`src/hdl/gpcg_pkg.sv`:
```
// Constants shared by the pin control group
//
// What this block does
// - Bit 0 of every pin control register makes the pin an input when one, an output when zero; under disable write control pin 4.3 is always an input.
// - Bit 1 of every pin control register inverts the pin value between pad and core when one; pin 4.3 input is not inverted under disable write control.
// - Bit 7 of every pin control register selects an open-drain driver when one, push-pull when zero.
// - Bit 2 of the pin 3.7 register routes the gate-A20 mask to the pin; bits 6 to 3 are reserved.
// - Bit 2 of the pin 4.0 register connects drive density select 0 to the pin.
// - Bits 3:2 of the pin 4.1 register pick general purpose, drive density 1, edge interrupt 2 or reserved.
// - Bit 2 of the pin 4.2 register selects the power-management event output.
// - The power event output on pin 4.2 is active low when it is a non-inverted output, either driver.
// - Bits 3:2 of the pin 4.3 register pick general purpose, disable write control, reserved or edge interrupt 3.
// - Once pin 4.3 bits 3:2 hold 01, software writes cannot change those two bits.
// - Once they hold 01, pin 4.3 bits 3:2 are cleared only by standby-power reset, or by main-power or hard reset on an edge with clock enable high.
// - Under disable write control a high pin 4.3 makes the disable register read-only, low makes it writable.
// - Bits 3:2 of the pin 5.0 register at 01 connect the port 2 ring indicator input to the pin.
// - Bits 3:2 of the pin 5.1 register at 01 connect the port 2 carrier detect input to the pin.
package gpcg_pkg;

    // ****************************************
    // Sizes
    // ****************************************
    localparam int NUM_PINS = 7;
    localparam int NUM_EDGE = 2;

    // ****************************************
    // Pin slots
    // ****************************************
    localparam int P37 = 0;
    localparam int P40 = 1;
    localparam int P41 = 2;
    localparam int P42 = 3;
    localparam int P43 = 4;
    localparam int P50 = 5;
    localparam int P51 = 6;

    // ****************************************
    // Control register indexes, byte address is four times
    // ****************************************
    localparam logic [7:0] IDX_PIN_3_7 = 8'h3A;
    localparam logic [7:0] IDX_PIN_4_0 = 8'h3B;
    localparam logic [7:0] IDX_PIN_4_1 = 8'h3C;
    localparam logic [7:0] IDX_PIN_4_2 = 8'h3D;
    localparam logic [7:0] IDX_PIN_4_3 = 8'h3E;
    localparam logic [7:0] IDX_PIN_5_0 = 8'h3F;
    localparam logic [7:0] IDX_PIN_5_1 = 8'h40;
    localparam logic [7:0] CTRL_IDX [NUM_PINS] = '{IDX_PIN_3_7, IDX_PIN_4_0, IDX_PIN_4_1,
        IDX_PIN_4_2, IDX_PIN_4_3, IDX_PIN_5_0, IDX_PIN_5_1};

    // ****************************************
    // Added registers
    // ****************************************
    localparam logic [11:0] ADDR_DATA_OUT = 12'h200;
    localparam logic [11:0] ADDR_DATA_IN = 12'h204;
    localparam logic [11:0] ADDR_IRQ_STATUS = 12'h208;
    localparam logic [11:0] ADDR_IRQ_MASK = 12'h20C;

    // ****************************************
    // Fields and reset values
    // ****************************************
    localparam int BIT_DIR = 0;
    localparam int BIT_POL = 1;
    localparam int BIT_ALT = 2;
    localparam int BIT_OD = 7;
    localparam int FN_LO = 2;
    localparam int FN_HI = 3;
    localparam logic [7:0] CTRL_RESET = 8'h01;
    localparam logic [7:0] WMASK_ONE = 8'h87;
    localparam logic [7:0] WMASK_TWO = 8'h8F;
    localparam logic [7:0] CTRL_WMASK [NUM_PINS] = '{WMASK_ONE, WMASK_ONE, WMASK_TWO,
        WMASK_ONE, WMASK_TWO, WMASK_TWO, WMASK_TWO};
    localparam logic [NUM_PINS-1:0] DATA_OUT_RESET = 7'h00;
    localparam logic [NUM_EDGE-1:0] IRQ_MASK_RESET = 2'h0;

    // ****************************************
    // Function codes of two-bit select fields
    // ****************************************
    localparam logic [1:0] FN_GPIO = 2'h0;
    localparam logic [1:0] FN_ALT1 = 2'h1;
    localparam logic [1:0] FN_ALT2 = 2'h2;
    localparam logic [1:0] FN_ALT3 = 2'h3;

endpackage : gpcg_pkg

```
`src/hdl/gpcg_pin_cell.sv`:
```
// One pad cell: direction, polarity and driver type
module gpcg_pin_cell
    import gpcg_pkg::*;
(
    input  wire logic [7:0] ctrl_i,    // Control register
    input  wire logic       data_i,    // Output data
    input  wire logic       alt_en_i,  // Alternate output owns pin
    input  wire logic       alt_val_i, // Alternate output value
    input  wire logic       force_in_i, // Force input mode
    input  wire logic       pad_in_i,  // Pad level
    output logic            pad_out_o, // Pad drive value
    output logic            pad_oe_o,  // Pad drive enable
    output logic            in_val_o   // Core side input value
);

    logic out_val;
    logic drive;

    assign out_val = (alt_en_i ? alt_val_i : data_i) ^ ctrl_i[BIT_POL];
    assign in_val_o = pad_in_i ^ (ctrl_i[BIT_POL] & ~force_in_i);

    assign drive = ~force_in_i & ~ctrl_i[BIT_DIR];

    assign pad_oe_o = drive & (~ctrl_i[BIT_OD] | ~out_val);
    assign pad_out_o = out_val & ~ctrl_i[BIT_OD];

endmodule : gpcg_pin_cell

```
`src/hdl/gpcg_top.sv`:
```
// Pin control group with APB register access
//
// Decided for this implementation: register access over APB.
module gpcg_top
    import gpcg_pkg::*;
(
    input  wire logic                ref_clk_i,        // 100 MHz clock
    input  wire logic                rstn_i,           // Standby-power reset, low
    input  wire logic                main_power_rst_n_i, // Main-power reset, low
    input  wire logic                hard_rst_n_i,     // Hard reset, low
    input  wire logic                ce_i,             // Clock enable
    input  wire logic                psel_i,           // APB select
    input  wire logic                penable_i,        // APB enable
    input  wire logic                pwrite_i,         // APB write
    input  wire logic [11:0]         paddr_i,          // APB byte address
    input  wire logic [31:0]         pwdata_i,         // APB write data
    input  wire logic [3:0]          pstrb_i,          // APB byte strobes
    output logic [31:0]              prdata_o,         // APB read data
    output logic                     pready_o,         // APB ready
    output logic                     pslverr_o,        // APB error
    input  wire logic [NUM_PINS-1:0] pad_in_i,         // Pad levels
    output logic [NUM_PINS-1:0]      pad_out_o,        // Pad drive values
    output logic [NUM_PINS-1:0]      pad_oe_o,         // Pad drive enables
    input  wire logic                gate_a20_mask_i,  // Gate-A20 mask source
    input  wire logic                drive_density_sel0_i, // Density select 0 source
    input  wire logic                drive_density_sel1_i, // Density select 1 source
    input  wire logic                power_event_req_i, // Power event request, high
    output logic                     ring_indicator_port2_n_o, // Port 2 ring, low
    output logic                     carrier_detect_port2_n_o, // Port 2 carrier, low
    output logic                     disable_reg_read_only_o, // Disable register locked
    output logic                     irq_o             // Interrupt, high
);

    // ****************************************
    // State
    // ****************************************
    logic [7:0] ctrl_q [NUM_PINS];
    logic [NUM_PINS-1:0] data_out_q;
    logic [NUM_EDGE-1:0] irq_status_q;
    logic [NUM_EDGE-1:0] irq_status_d;
    logic [NUM_EDGE-1:0] irq_mask_q;
    logic [NUM_EDGE-1:0] edge_prev_q;
    logic [31:0] prdata_q;
    logic pready_q;
    logic pslverr_q;
    logic [NUM_PINS-1:0] pad_out_q;
    logic [NUM_PINS-1:0] pad_oe_q;
    logic ring_q;
    logic carrier_q;
    logic ro_q;
    logic irq_q;

    // ****************************************
    // Bus decode
    // ****************************************
    logic setup;
    logic access;
    logic wr_en;
    logic [NUM_PINS-1:0] ctrl_hit;
    logic hit;
    logic [31:0] rd_data;

    assign setup = psel_i & ~penable_i & ~pready_q;
    assign access = psel_i & penable_i & pready_q;
    assign wr_en = access & pwrite_i & pstrb_i[0];

    genvar g;
    generate
        for (g = 0; g < NUM_PINS; g++)
        begin : g_hit
            assign ctrl_hit[g] = (paddr_i == {2'h0, CTRL_IDX[g], 2'h0});
        end
    endgenerate

    // ****************************************
    // Pin side values
    // ****************************************
    logic [NUM_PINS-1:0] alt_en;
    logic [NUM_PINS-1:0] alt_val;
    logic [NUM_PINS-1:0] force_in;
    logic [NUM_PINS-1:0] in_val;
    logic [NUM_PINS-1:0] cell_out;
    logic [NUM_PINS-1:0] cell_oe;
    logic [1:0] fn41;
    logic [1:0] fn43;
    logic [1:0] fn50;
    logic [1:0] fn51;
    logic [NUM_EDGE-1:0] edge_en;
    logic [NUM_EDGE-1:0] edge_val;
    logic [NUM_EDGE-1:0] edge_evt;

    assign fn41 = ctrl_q[P41][FN_HI:FN_LO];
    assign fn43 = ctrl_q[P43][FN_HI:FN_LO];
    assign fn50 = ctrl_q[P50][FN_HI:FN_LO];
    assign fn51 = ctrl_q[P51][FN_HI:FN_LO];

    always_comb
    begin
        alt_en = '0;
        alt_val = '0;
        force_in = '0;
        alt_en[P37] = ctrl_q[P37][BIT_ALT];
        alt_val[P37] = gate_a20_mask_i;
        // density select 0 on pin 4.0
        alt_en[P40] = ctrl_q[P40][BIT_ALT];
        alt_val[P40] = drive_density_sel0_i;
        // density select 1 on pin 4.1
        alt_en[P41] = (fn41 == FN_ALT1);
        alt_val[P41] = drive_density_sel1_i;
        alt_en[P42] = ctrl_q[P42][BIT_ALT];
        alt_val[P42] = ~power_event_req_i;
        force_in[P43] = (fn43 == FN_ALT1);
    end

    generate
        for (g = 0; g < NUM_PINS; g++)
        begin : g_pin
            gpcg_pin_cell u_cell (
                .ctrl_i(ctrl_q[g]),
                .data_i(data_out_q[g]),
                .alt_en_i(alt_en[g]),
                .alt_val_i(alt_val[g]),
                .force_in_i(force_in[g]),
                .pad_in_i(pad_in_i[g]),
                .pad_out_o(cell_out[g]),
                .pad_oe_o(cell_oe[g]),
                .in_val_o(in_val[g])
            );
        end
    endgenerate

    // ****************************************
    // Edge triggered inputs
    // ****************************************
    // either edge input 2 on pin 4.1
    assign edge_en[0] = (fn41 == FN_ALT2);
    assign edge_val[0] = in_val[P41];
    // either edge input 3 on pin 4.3
    assign edge_en[1] = (fn43 == FN_ALT3);
    assign edge_val[1] = in_val[P43];
    assign edge_evt = edge_en & (edge_val ^ edge_prev_q);

    always_ff @(posedge ref_clk_i)
    begin
        if (!rstn_i)
        begin
            edge_prev_q <= '0;
        end
        else if (ce_i)
        begin
            edge_prev_q <= edge_val;
        end
    end

    // ****************************************
    // Control registers
    // ****************************************
    generate
        for (g = 0; g < NUM_PINS; g++)
        begin : g_ctrl
            logic [7:0] wval;
            assign wval = pwdata_i[7:0] & CTRL_WMASK[g];

            always_ff @(posedge ref_clk_i)
            begin
                if (!rstn_i)
                begin
                    ctrl_q[g] <= CTRL_RESET;
                end
                else if (ce_i)
                begin
                    if (g == P43)
                    begin
                        if (!main_power_rst_n_i || !hard_rst_n_i)
                        begin
                            ctrl_q[g][FN_HI:FN_LO] <= FN_GPIO;
                        end
                        else if (wr_en && ctrl_hit[g])
                        begin
                            if (ctrl_q[g][FN_HI:FN_LO] == FN_ALT1)
                            begin
                                ctrl_q[g] <= {wval[7:4], FN_ALT1, wval[1:0]};
                            end
                            else
                            begin
                                ctrl_q[g] <= wval;
                            end
                        end
                    end
                    else if (wr_en && ctrl_hit[g])
                    begin
                        ctrl_q[g] <= wval;
                    end
                end
            end
        end
    endgenerate

    // ****************************************
    // Data, mask and status registers
    // ****************************************
    always_ff @(posedge ref_clk_i)
    begin
        if (!rstn_i)
        begin
            data_out_q <= DATA_OUT_RESET;
        end
        else if (ce_i && wr_en && paddr_i == ADDR_DATA_OUT)
        begin
            data_out_q <= pwdata_i[NUM_PINS-1:0];
        end
    end

    always_ff @(posedge ref_clk_i)
    begin
        if (!rstn_i)
        begin
            irq_mask_q <= IRQ_MASK_RESET;
        end
        else if (ce_i && wr_en && paddr_i == ADDR_IRQ_MASK)
        begin
            irq_mask_q <= pwdata_i[NUM_EDGE-1:0];
        end
    end

    // Set wins over write-one clear
    always_comb
    begin
        irq_status_d = irq_status_q;
        if (wr_en && paddr_i == ADDR_IRQ_STATUS)
        begin
            irq_status_d = irq_status_q & ~pwdata_i[NUM_EDGE-1:0];
        end
        irq_status_d = irq_status_d | edge_evt;
    end

    always_ff @(posedge ref_clk_i)
    begin
        if (!rstn_i)
        begin
            irq_status_q <= '0;
            irq_q <= 1'b0;
        end
        else if (ce_i)
        begin
            irq_status_q <= irq_status_d;
            irq_q <= |(irq_status_d & irq_mask_q);
        end
    end

    // ****************************************
    // Read mux and APB answer
    // ****************************************
    always_comb
    begin
        rd_data = '0;
        hit = 1'b0;
        for (int k = 0; k < NUM_PINS; k++)
        begin
            if (ctrl_hit[k])
            begin
                rd_data = {24'h00_0000, ctrl_q[k]};
                hit = 1'b1;
            end
        end
        unique case (paddr_i)
            ADDR_DATA_OUT:
            begin
                rd_data[NUM_PINS-1:0] = data_out_q;
                hit = 1'b1;
            end
            ADDR_DATA_IN:
            begin
                rd_data[NUM_PINS-1:0] = in_val;
                hit = 1'b1;
            end
            ADDR_IRQ_STATUS:
            begin
                rd_data[NUM_EDGE-1:0] = irq_status_q;
                hit = 1'b1;
            end
            ADDR_IRQ_MASK:
            begin
                rd_data[NUM_EDGE-1:0] = irq_mask_q;
                hit = 1'b1;
            end
            default:
            begin
            end
        endcase
    end

    always_ff @(posedge ref_clk_i)
    begin
        if (!rstn_i)
        begin
            pready_q <= 1'b0;
            pslverr_q <= 1'b0;
            prdata_q <= 32'h0000_0000;
        end
        else if (ce_i)
        begin
            pready_q <= setup;
            pslverr_q <= setup & ~hit;
            if (setup && !pwrite_i)
            begin
                prdata_q <= rd_data;
            end
        end
    end

    // ****************************************
    // Registered pin and function outputs
    // ****************************************
    always_ff @(posedge ref_clk_i)
    begin
        if (!rstn_i)
        begin
            pad_out_q <= '0;
            pad_oe_q <= '0;
            ring_q <= 1'b1;
            carrier_q <= 1'b1;
            ro_q <= 1'b0;
        end
        else if (ce_i)
        begin
            pad_out_q <= cell_out;
            pad_oe_q <= cell_oe;
            ring_q <= (fn50 == FN_ALT1) ? in_val[P50] : 1'b1;
            carrier_q <= (fn51 == FN_ALT1) ? in_val[P51] : 1'b1;
            ro_q <= (fn43 == FN_ALT1) & pad_in_i[P43];
        end
    end

    assign prdata_o = prdata_q;
    assign pready_o = pready_q;
    assign pslverr_o = pslverr_q;
    assign pad_out_o = pad_out_q;
    assign pad_oe_o = pad_oe_q;
    assign ring_indicator_port2_n_o = ring_q;
    assign carrier_detect_port2_n_o = carrier_q;
    assign disable_reg_read_only_o = ro_q;
    assign irq_o = irq_q;

endmodule : gpcg_top

```
`config.mk`:
```
export PLATFORM = sky130hd
export DESIGN_NAME = gpcg_top
export DESIGN_NICKNAME = d
export VERILOG_FILES = /design/src/hdl/gpcg_pkg.sv /design/src/hdl/gpcg_pin_cell.sv /design/src/hdl/gpcg_top.sv
export SDC_FILE = /design/constraint.sdc
export NUM_CORES = 1
export LEC_CHECK = 0
export ABC_AREA = 1
export BUFFER_PORTS_ARGS = -buffer_cell sky130_fd_sc_hd__buf_2
export CORE_ASPECT_RATIO = 1.4
export CORE_MARGIN = 2
export CORE_UTILIZATION = 30
export DETAILED_ROUTE_END_ITERATION = 10
export GPL_TIMING_DRIVEN = 0
export SYNTH_ARGS = -nofsm -noshare
export SYNTH_HDL_FRONTEND = slang
export SYNTH_SLANG_ARGS = --single-unit
```
`constraint.sdc`:
```
create_clock -name ref_clk_i -period 2.3 [get_ports ref_clk_i]
set_input_delay 0.115 -clock ref_clk_i [delete_from_list [all_inputs] [get_ports ref_clk_i]]
set_output_delay 0.115 -clock ref_clk_i [all_outputs]
set_load 0.02 [all_outputs]
```
### Yosys cells after proc, flatten, opt, wreduce, memory -nomap -nowiden

Memories as Yosys holds them, arrays and structs flattened.
Cells that the tools add are included.
Widths: inputs -> output; s select.

* output and inout bits: 52
* word-level logic and storage cells: 218
* memories kept: 1
* input port bits: 67
* bits in writable memories: 35
* register bits after elaboration: 65

Memory list
* ctrl_q: words 7, bits a word 5, rd ports 7, clocked after memory_dff 0, wr ports 7, RTL line gpcg_top.sv:37 `logic [7:0] ctrl_q [NUM_PINS];`

* reduce and logical (&&, ||, !) cells: 19
* bitwise gates (word level): 90
* equal/unequal tests: 17
* multiplexer cells: 78

Operators with widths (number)
* $mux 32: 6
* $eq 12x8->1 const B: 6
* $mux 1: 57
* $eq 12x10->1 const B: 4
* $mux 5: 6
* $not 1->1: 26
* $and 1x1->1: 24
* $or 1x1->1: 20
* $xor 1x1->1: 14
* $eq 12x9->1 const B: 1
* $logic_and 1x1->1: 12
* $mux 2: 6
* $pmux 5 s2: 1
* $eq 2x1->1 const B: 4
* $mux 8: 1
* $pmux 2 s4: 1
* $and 2x2->2: 3
* $eq 2x2->1 const B: 2
* $reduce_or 4->1: 1
* $logic_not 1->1: 3
* $not 2->2: 1
* $or 2x2->2: 1
* $reduce_and 2->1: 1
* $reduce_or 2->1: 1
* 2 further kinds: 2

### Depth between registers and ports, before layout

Gate-level depths: netlist of run 1.

* word-level depth: 12
* depth in mapped cells: 13
* depth with buffers taken out: 13

### Cells and area by module

A second synthesis of run 1 with hierarchy kept.

* cell total of the unflattened synthesis: 619
* area total of the unflattened synthesis: 4374.2 sq um

Modules (own cells, without submodules)
* gpcg_top: cells each 493, instances 1, area an instance 3699.8 sq um
* gpcg_pin_cell: cells each 18, instances 7, area an instance 96.3 sq um

### Worst setup path after synthesis of run 1

No wires, ideal clock.

* kind: register -> register
* from: register pready_q (netlist: pready_o)
* to: memory ctrl_q[2][0] (netlist name), enable pin
* arrival time: 1555 ps
* buffers on the path: 1
* setup time: 374 ps
* cell stages (with the launch flop): 6
* path slack: 371 ps
* path through: dfxtp_1 -> inv_1 -> nor3_4 -> nand2_4 -> buf_2 -> o21ai_0

RTL lines
* start: declaration: RTL line gpcg_top.sv:44 `logic pready_q;`
* start signal: assignment: RTL line gpcg_top.sv:303 `pready_q <= setup;`
* end: declaration: RTL line gpcg_top.sv:37

==> results of run 1 <==
-- power groups by stage --
| stage | registers (uW) | clock network, uW | logic (uW) |
|---|---|---|---|
| 4_1_cts | 1410 | 1650 | 324 |
| 3_5_place_dp | 1440 | 0 | 323 |
| 2_1_floorplan | 1440 | 0 | 197 |
| 5_1_grt | 1410 | 1710 | 352 |
| 3_3_place_gp | 1430 | 0 | 319 |
| 6_report | 1410 | 1630 | 324 |
-- routing by layer --
metal  share of wire  up-vias  global-route usage  wire length (um)
li1                -     1867                   -                 -
met3           0.063       40              0.0368               817
met4           0.041        0              0.0886               529
met1            0.38     1748               0.208              5010
met5               0        -                   0                 0
met2            0.51      148               0.322              6700
-- tightest hold or removal path, stage by stage --
cell     delay [ps]
buf_2           100
nand2_1          50
a21oi_1          60
-- cell usage after synthesis (2+ instances only) --
library cell / count / area, um^2
dfxtp_1: 41 / 821
nand4_1: 11 / 68.8
nor2_1: 63 / 236
o22ai_1: 4 / 25.0
o211ai_1: 8 / 60.1
nand3_2: 2 / 20.0
nor3_1: 7 / 35.0
buf_2: 4 / 20.0
xnor2_1: 11 / 96.3
a21oi_2: 3 / 26.3
inv_1: 59 / 221
a311oi_1: 2 / 17.5
nand2_2: 3 / 18.8
o31ai_1: 13 / 97.6
inv_2: 9 / 33.8
o21ai_1: 6 / 30.0
o21ai_0: 31 / 155
a211oi_2: 3 / 37.5
a21oi_1: 10 / 50.1
nor2_4: 6 / 67.6
nor2_2: 3 / 18.8
nor3_2: 3 / 30.0
a41oi_1: 2 / 17.5
edfxtp_1: 32 / 961
clkinv_1: 4 / 15.0
nand2_1: 72 / 270
buf_4: 25 / 188
nand2_4: 4 / 45.0
clkbuf_1: 5 / 18.8
nand3_1: 53 / 265
xor2_1: 4 / 35.0
-- final timing paths --
kind                   endpoint  cells past startpoint
setup reg to reg   ctrl_q[5][4]                      5
setup / recovery   ctrl_q[5][4]                      5
hold / removal    data_out_q[4]                      3
hold reg to reg     pad_oe_o[6]                      1
-- registers in the layout (all words and copies together), names as in the netlist --
name                      count
ctrl_q                       32
irq_o                         1
carrier_detect_port2_n_o      1
pad_out_o                     7
data_out_q                    7
prdata_o                      8
pslverr_o                     1
edge_prev_q                   2
irq_mask_q                    2
irq_status_q                  2
ring_indicator_port2_n_o      1
pready_o                      1
pad_oe_o                      7
disable_reg_read_only_o       1
-- cell families (layout without fill, tap and decap cells) --
| group | after synthesis | after routing | share of synthesized area |
|---|---|---|---|
| simple gates | 231 | 231 | 0.277 |
| compound gates | 84 | 84 | 0.130 |
| flops | 73 | 73 | 0.434 |
| buf+inv | 109 | 190 | 0.126 |
| xor+xnor | 15 | 15 | 0.0320 |
| other cells | 1 | 24 | 0.000914 |
-- area by class of cell --
| class | count | share of cell area |
|---|---|---|
| clock inverters | 3 | 0.0135 |
| flip-flops and latches | 73 | 0.350 |
| well taps | 182 | 0.0447 |
| plain buffers | 36 | 0.0474 |
| repair buffers | 65 | 0.0639 |
| inverters | 73 | 0.0541 |
| multi-input cells | 354 | 0.371 |
| clock buffers | 13 | 0.0555 |
-- per-stage QoR --
| stage | utilization | power (uW) | hold slack, ps | area, um^2 |
|---|---|---|---|---|
| after floorplan | - | 1640 | 262 | 4190 |
| after global placement | 0.354 | 1750 | 380 | 4740 |
| after detailed placement | 0.354 | 1760 | 382 | 4740 |
| after CTS | 0.380 | 3380 | 23.3 | 5090 |
| after global routing | 0.380 | 3470 | 44.7 | 5090 |
| final | 0.380 | 3360 | 31.4 | 5090 |
==> impl_results.md, run 1 <==
* Hold-fix buffers, CTS at 0
* Area Growth Syn to Fin at 24.2%
* IO buf count at 65
* GRT Util Overall at 0.183
* Max Cap Viol at 0
* Full die area at 14600 um^2
* Clock power share at 0.484
* Layout cells sized above 1 at 0.241
* Biggest cell delay along the critical path at 620 ps
* P_leak at 0.00222 uW
* Gpl congestion at 0.904
* Comb power frac at 0.097
* Ys flop type: dfxtp_1
* Multi-input gate area at 1890 um^2
* Unrepaired setup endpoints after global routing: false
* Total congestion overflow at 0
* Drt drc at 0
* CP max stage cell: o21ai_0
* Row count at 50
* Least-Margin Pin Slew at 736 ps
* Most frequent cells in the layout: 72 x nand2_1, 69 x buf_2, 63 x nor2_1
* Syn. warnings at 0
* Async set-or-reset flop fraction in the synthesized netlist at 0
* VDD IR-drop max at 0.000293 V
* Hold path startpoint: pwdata_i[4]
* Worst Clk Skew at 9.86 ps
* Crit path max fanout at 10
* DR vias/cell at 4.76
* Crit path time final at 2110 ps
* Die width at 103 um
* Seq. cell area at 1780 um^2
* IO Count at 119
* Fmax at 475 MHz
* Yosys reg bits at 73
* Total wire length at 13100 um
* Core area at 13400 um^2
* Fin cells at 799
* R2R Setup Slk at 190 ps
* Critical-path cell list: inv_1 -> nor3_4 -> nand2_4 -> buf_2 -> o21ai_0
* Post-cts resize count at 0
* Initial antenna violation count at 0
* CTS clk-pin slew, worst paths at 60 ps
* Synthesized instance count at 513
* Antenna Cells at 0
* Final setup violation count at 0
* CTS tree: done
* Largest net degree at the start of global routing at 14
* CTS buffer count at 9
* Die height at 142 um
* DP Worst Slack at 218 ps
* Bufs and invs on worst path at 2
* Starting density of the core at 0.306
* Worst Hold Class: input port to flip-flop
* Cells after DPL at 783
* Syn Area/Cell at 7.99 um^2
* Vias in the first global route at 3695
* Switching part of the total power at 0.235
* Tcrit/Tclk final at 0.916
* First-pass GRT wire length at 19800 um
* Final hold vios at 0
* FF-to-FF Start: pready_o
* Rel. slew slack at 0.504
* Setup_tns at 0 ps
* Max clock buf depth at 2
* Nets at 679
* Post-DP HPWL at 10500 um
* DRT Pass-1 Iters at 5
* CP Class: flip-flop to flip-flop
* # clock sinks at 73
* Mapped Area at 4100 um^2
* Seq pwr share at 0.419
* Wire length per cell at 16.3 um
* Initial drt markers at 292
* Via Count at 3803
* Synth cell types at 41
* Sequential area share after synthesis at 0.434
* Power Internal at 2570 uW
* Post-DRT Antenna Nets at 0
* PwrDens at 660 nW/um^2
* Post-synth EDFFs at 32
* Switching pwr at 788 uW
* Setup Fix Bufs, Post-CTS at 0
* Delay-heaviest family, CP: compound AO/OA/AOI/OAI gates
* Commonest non-fill, non-tap cell in the layout: nand2_1
* H-tree depth at 3
* Fill cells at 1437
* Worst setup EP type: flip-flop
* Final Slew Violations at 0
* Worst-Skew Late Latency at 340 ps
* Worst path required time at 2260 ps
* Type of element launching the critical path: flip-flop
* Status: complete, no violations
* Final setup margin at 193 ps
* Worst Path Arrival at 2070 ps
* Root buffer cell: clkbuf_16
* CP Launch Point: pready_o
No activity file was read; power rests on OpenSTA's default activity.
==> run 2, diff against run 1 <==
--- a/config.mk
+++ b/config.mk
@@ -7,11 +7,12 @@
 export LEC_CHECK = 0
 export ABC_AREA = 1
 export BUFFER_PORTS_ARGS = -buffer_cell sky130_fd_sc_hd__buf_2
-export CORE_ASPECT_RATIO = 1.4
+export CORE_ASPECT_RATIO = 0.7
 export CORE_MARGIN = 2
 export CORE_UTILIZATION = 30
 export DETAILED_ROUTE_END_ITERATION = 10
 export GPL_TIMING_DRIVEN = 0
+export MAX_ROUTING_LAYER = met4
 export SYNTH_ARGS = -nofsm -noshare
 export SYNTH_HDL_FRONTEND = slang
 export SYNTH_SLANG_ARGS = --single-unit
==> run 2 against run 1 <==
Net effect:
- global-route usage rose by 1.8 points
- final cell count rose by 0.38%
- die area barely moved
- non-clock buffer count did not move
- critical path depth did not move
- largest power group is now sequential cells
- combinational power rose by 2%
- via count rose by 1.3%
- first-iteration DRC count rose by 36%
==> impl_results.md, run 2 (synthesis gave the netlist of run 1 again) <==
* Setup Fix Bufs, Post-CTS at 0
* Most frequent cells in the layout: 72 x nand2_1, 69 x buf_2, 63 x nor2_1
* CTS tree: done
* Total congestion overflow at 0
* Biggest register: ctrl_q
* Max clock buf depth at 2
* Fmax at 466 MHz
* Worst Hold Class: input port to flip-flop
* CTS buffer count at 9
* Post-DRT Antenna Nets at 0
* Die width at 144 um
* Biggest cell delay along the critical path at 590 ps
* Cells after DPL at 786
* CP Launch Point: pready_o
* FF-to-FF Start: pready_o
* Drt drc at 0
* Area Growth Syn to Fin at 22.8%
* R2R Path End: ctrl_q[5][1]
* Final Slew Violations at 0
* CP Class: flip-flop to flip-flop
* Power Internal at 2350 uW
* P_leak at 0.00218 uW
* PwrDens at 624 nW/um^2
* Max Cap Viol at 0
* Seq pwr share at 0.449
* Clock power share at 0.446
* Setup_tns at 0 ps
* Crit path time final at 2150 ps
* Hold path startpoint: pwdata_i[6]
* Layout cells sized above 1 at 0.238
* Worst path required time at 2270 ps
* Initial antenna violation count at 0
* Vias in the first global route at 3707
* Fin util at 0.380
* Worst Path Arrival at 2120 ps
* Initial drt markers at 397
* Core area at 13300 um^2
* Switching part of the total power at 0.251
* Row count at 35
* R2R Setup Slk at 150 ps
* Die height at 102 um
* Switching pwr at 787 uW
* Root buffer cell: clkbuf_16
* First-pass GRT wire length at 20600 um
* Total wire length at 13800 um
* CP max stage cell: o21ai_0
* DRT Pass-1 Iters at 4
* Least-Margin Pin Slew at 783 ps
* Full die area at 14600 um^2
* Tcrit/Tclk final at 0.933
* Post-DP HPWL at 10800 um
* R2R depth at 5
* Antenna Cells at 0
* Gpl congestion at 0.949
* Worst Clk Skew at 6.10 ps
* Critical-path cell list: inv_1 -> nor3_4 -> nand2_4 -> buf_2 -> o21ai_0
* Worst setup path endpoint: ctrl_q[5][1]
* H-tree depth at 3
* Type of element launching the critical path: flip-flop
* Crit path max fanout at 10
* Largest register FFs at 32
* Final hold vios at 0
* # clock sinks at 73
* Starting density of the core at 0.309
* Wire length per cell at 17.2 um
* CTS clk-pin slew, worst paths at 60 ps
* Nets at 679
* Largest net degree at the start of global routing at 13
* DR vias/cell at 4.81
* IO buf count at 65
* Worst-Skew Late Latency at 340 ps
* Unrepaired setup endpoints after global routing: false
* IO Count at 119
* GRT Util Overall at 0.201
* Rel. slew slack at 0.478
* Comb power frac at 0.106
* Via Count at 3854
* Final setup violation count at 0
* Fin cells at 802
* VDD IR-drop max at 0.000342 V
* Worst setup EP type: flip-flop
* Commonest non-fill, non-tap cell in the layout: nand2_1
* Status: complete, no violations
-- run 2: metal layers --
layer  GRT usage  up-vias  wire length [um]
met5           -        -                 0
met4      0.0603        0               231
met3      0.0431       17              1360
met2       0.275      184              5370
met1       0.294     1786              6840
li1            -     1867                 -
-- run 2: cell type report --
class | count | area [um^2]
Fill cell | 1394 | 8230
Multi-Input combinational cell | 354 | 1890
Sequential cell | 73 | 1780
Timing Repair Buffer | 65 | 325
Inverter | 73 | 275
Clock buffer | 13 | 250
Buffer | 36 | 241
Tap cell | 185 | 231
Clock inverter | 3 | 41.3
-- run 2: power groups by stage --
stage / Sequential, uW / Combinational [uW] / Clock [uW]
CTS: 1410 / 328 / 1420
finish: 1410 / 331 / 1400
global route: 1410 / 358 / 1470
detailed placement: 1440 / 327 / 0
global placement: 1440 / 322 / 0
floorplan: 1440 / 197 / 0
-- run 2: worst min-delay path by stage --
stage                    end  slack, ps  depth (start not counted)
6_report       data_out_q[6]         20                          3
4_1_cts        data_out_q[6]         20                          3
3_5_place_dp   data_out_q[6]        380                          3
3_3_place_gp   data_out_q[5]        370                          3
5_1_grt        data_out_q[6]         40                          3
2_1_floorplan  data_out_q[4]        260                          2
-- run 2: what timing repair did --
| item | CTS | global route |
|---|---|---|
| hold buffers | 0 | 0 |
| endpoints found under the hold margin | 0 | 0 |
| endpoints found under the setup margin | 0 | 5 |
| gates resized for setup | 0 | 1 |
-- run 2: stage by stage --
step           worst slack, ps  area, um^2  hold slack (ps)  total power [uW]
2_1_floorplan              371        4190              262              1640
3_5_place_dp               180        4740              376              1760
4_1_cts                    169        5040             22.1              3150
5_1_grt                   47.4        5040             41.8              3240
3_3_place_gp               178        4740              368              1760
6_report                   154        5040             23.2              3140
-- run 2: worst max-delay path, delay by kind of cell, from the launching register on --
kind                   cells  cell delay [ps]
AO/OA/AOI/OAI              1              590
AND/OR/NAND/NOR            2              520
flip-flops                 1              350
buffers and inverters      2              320
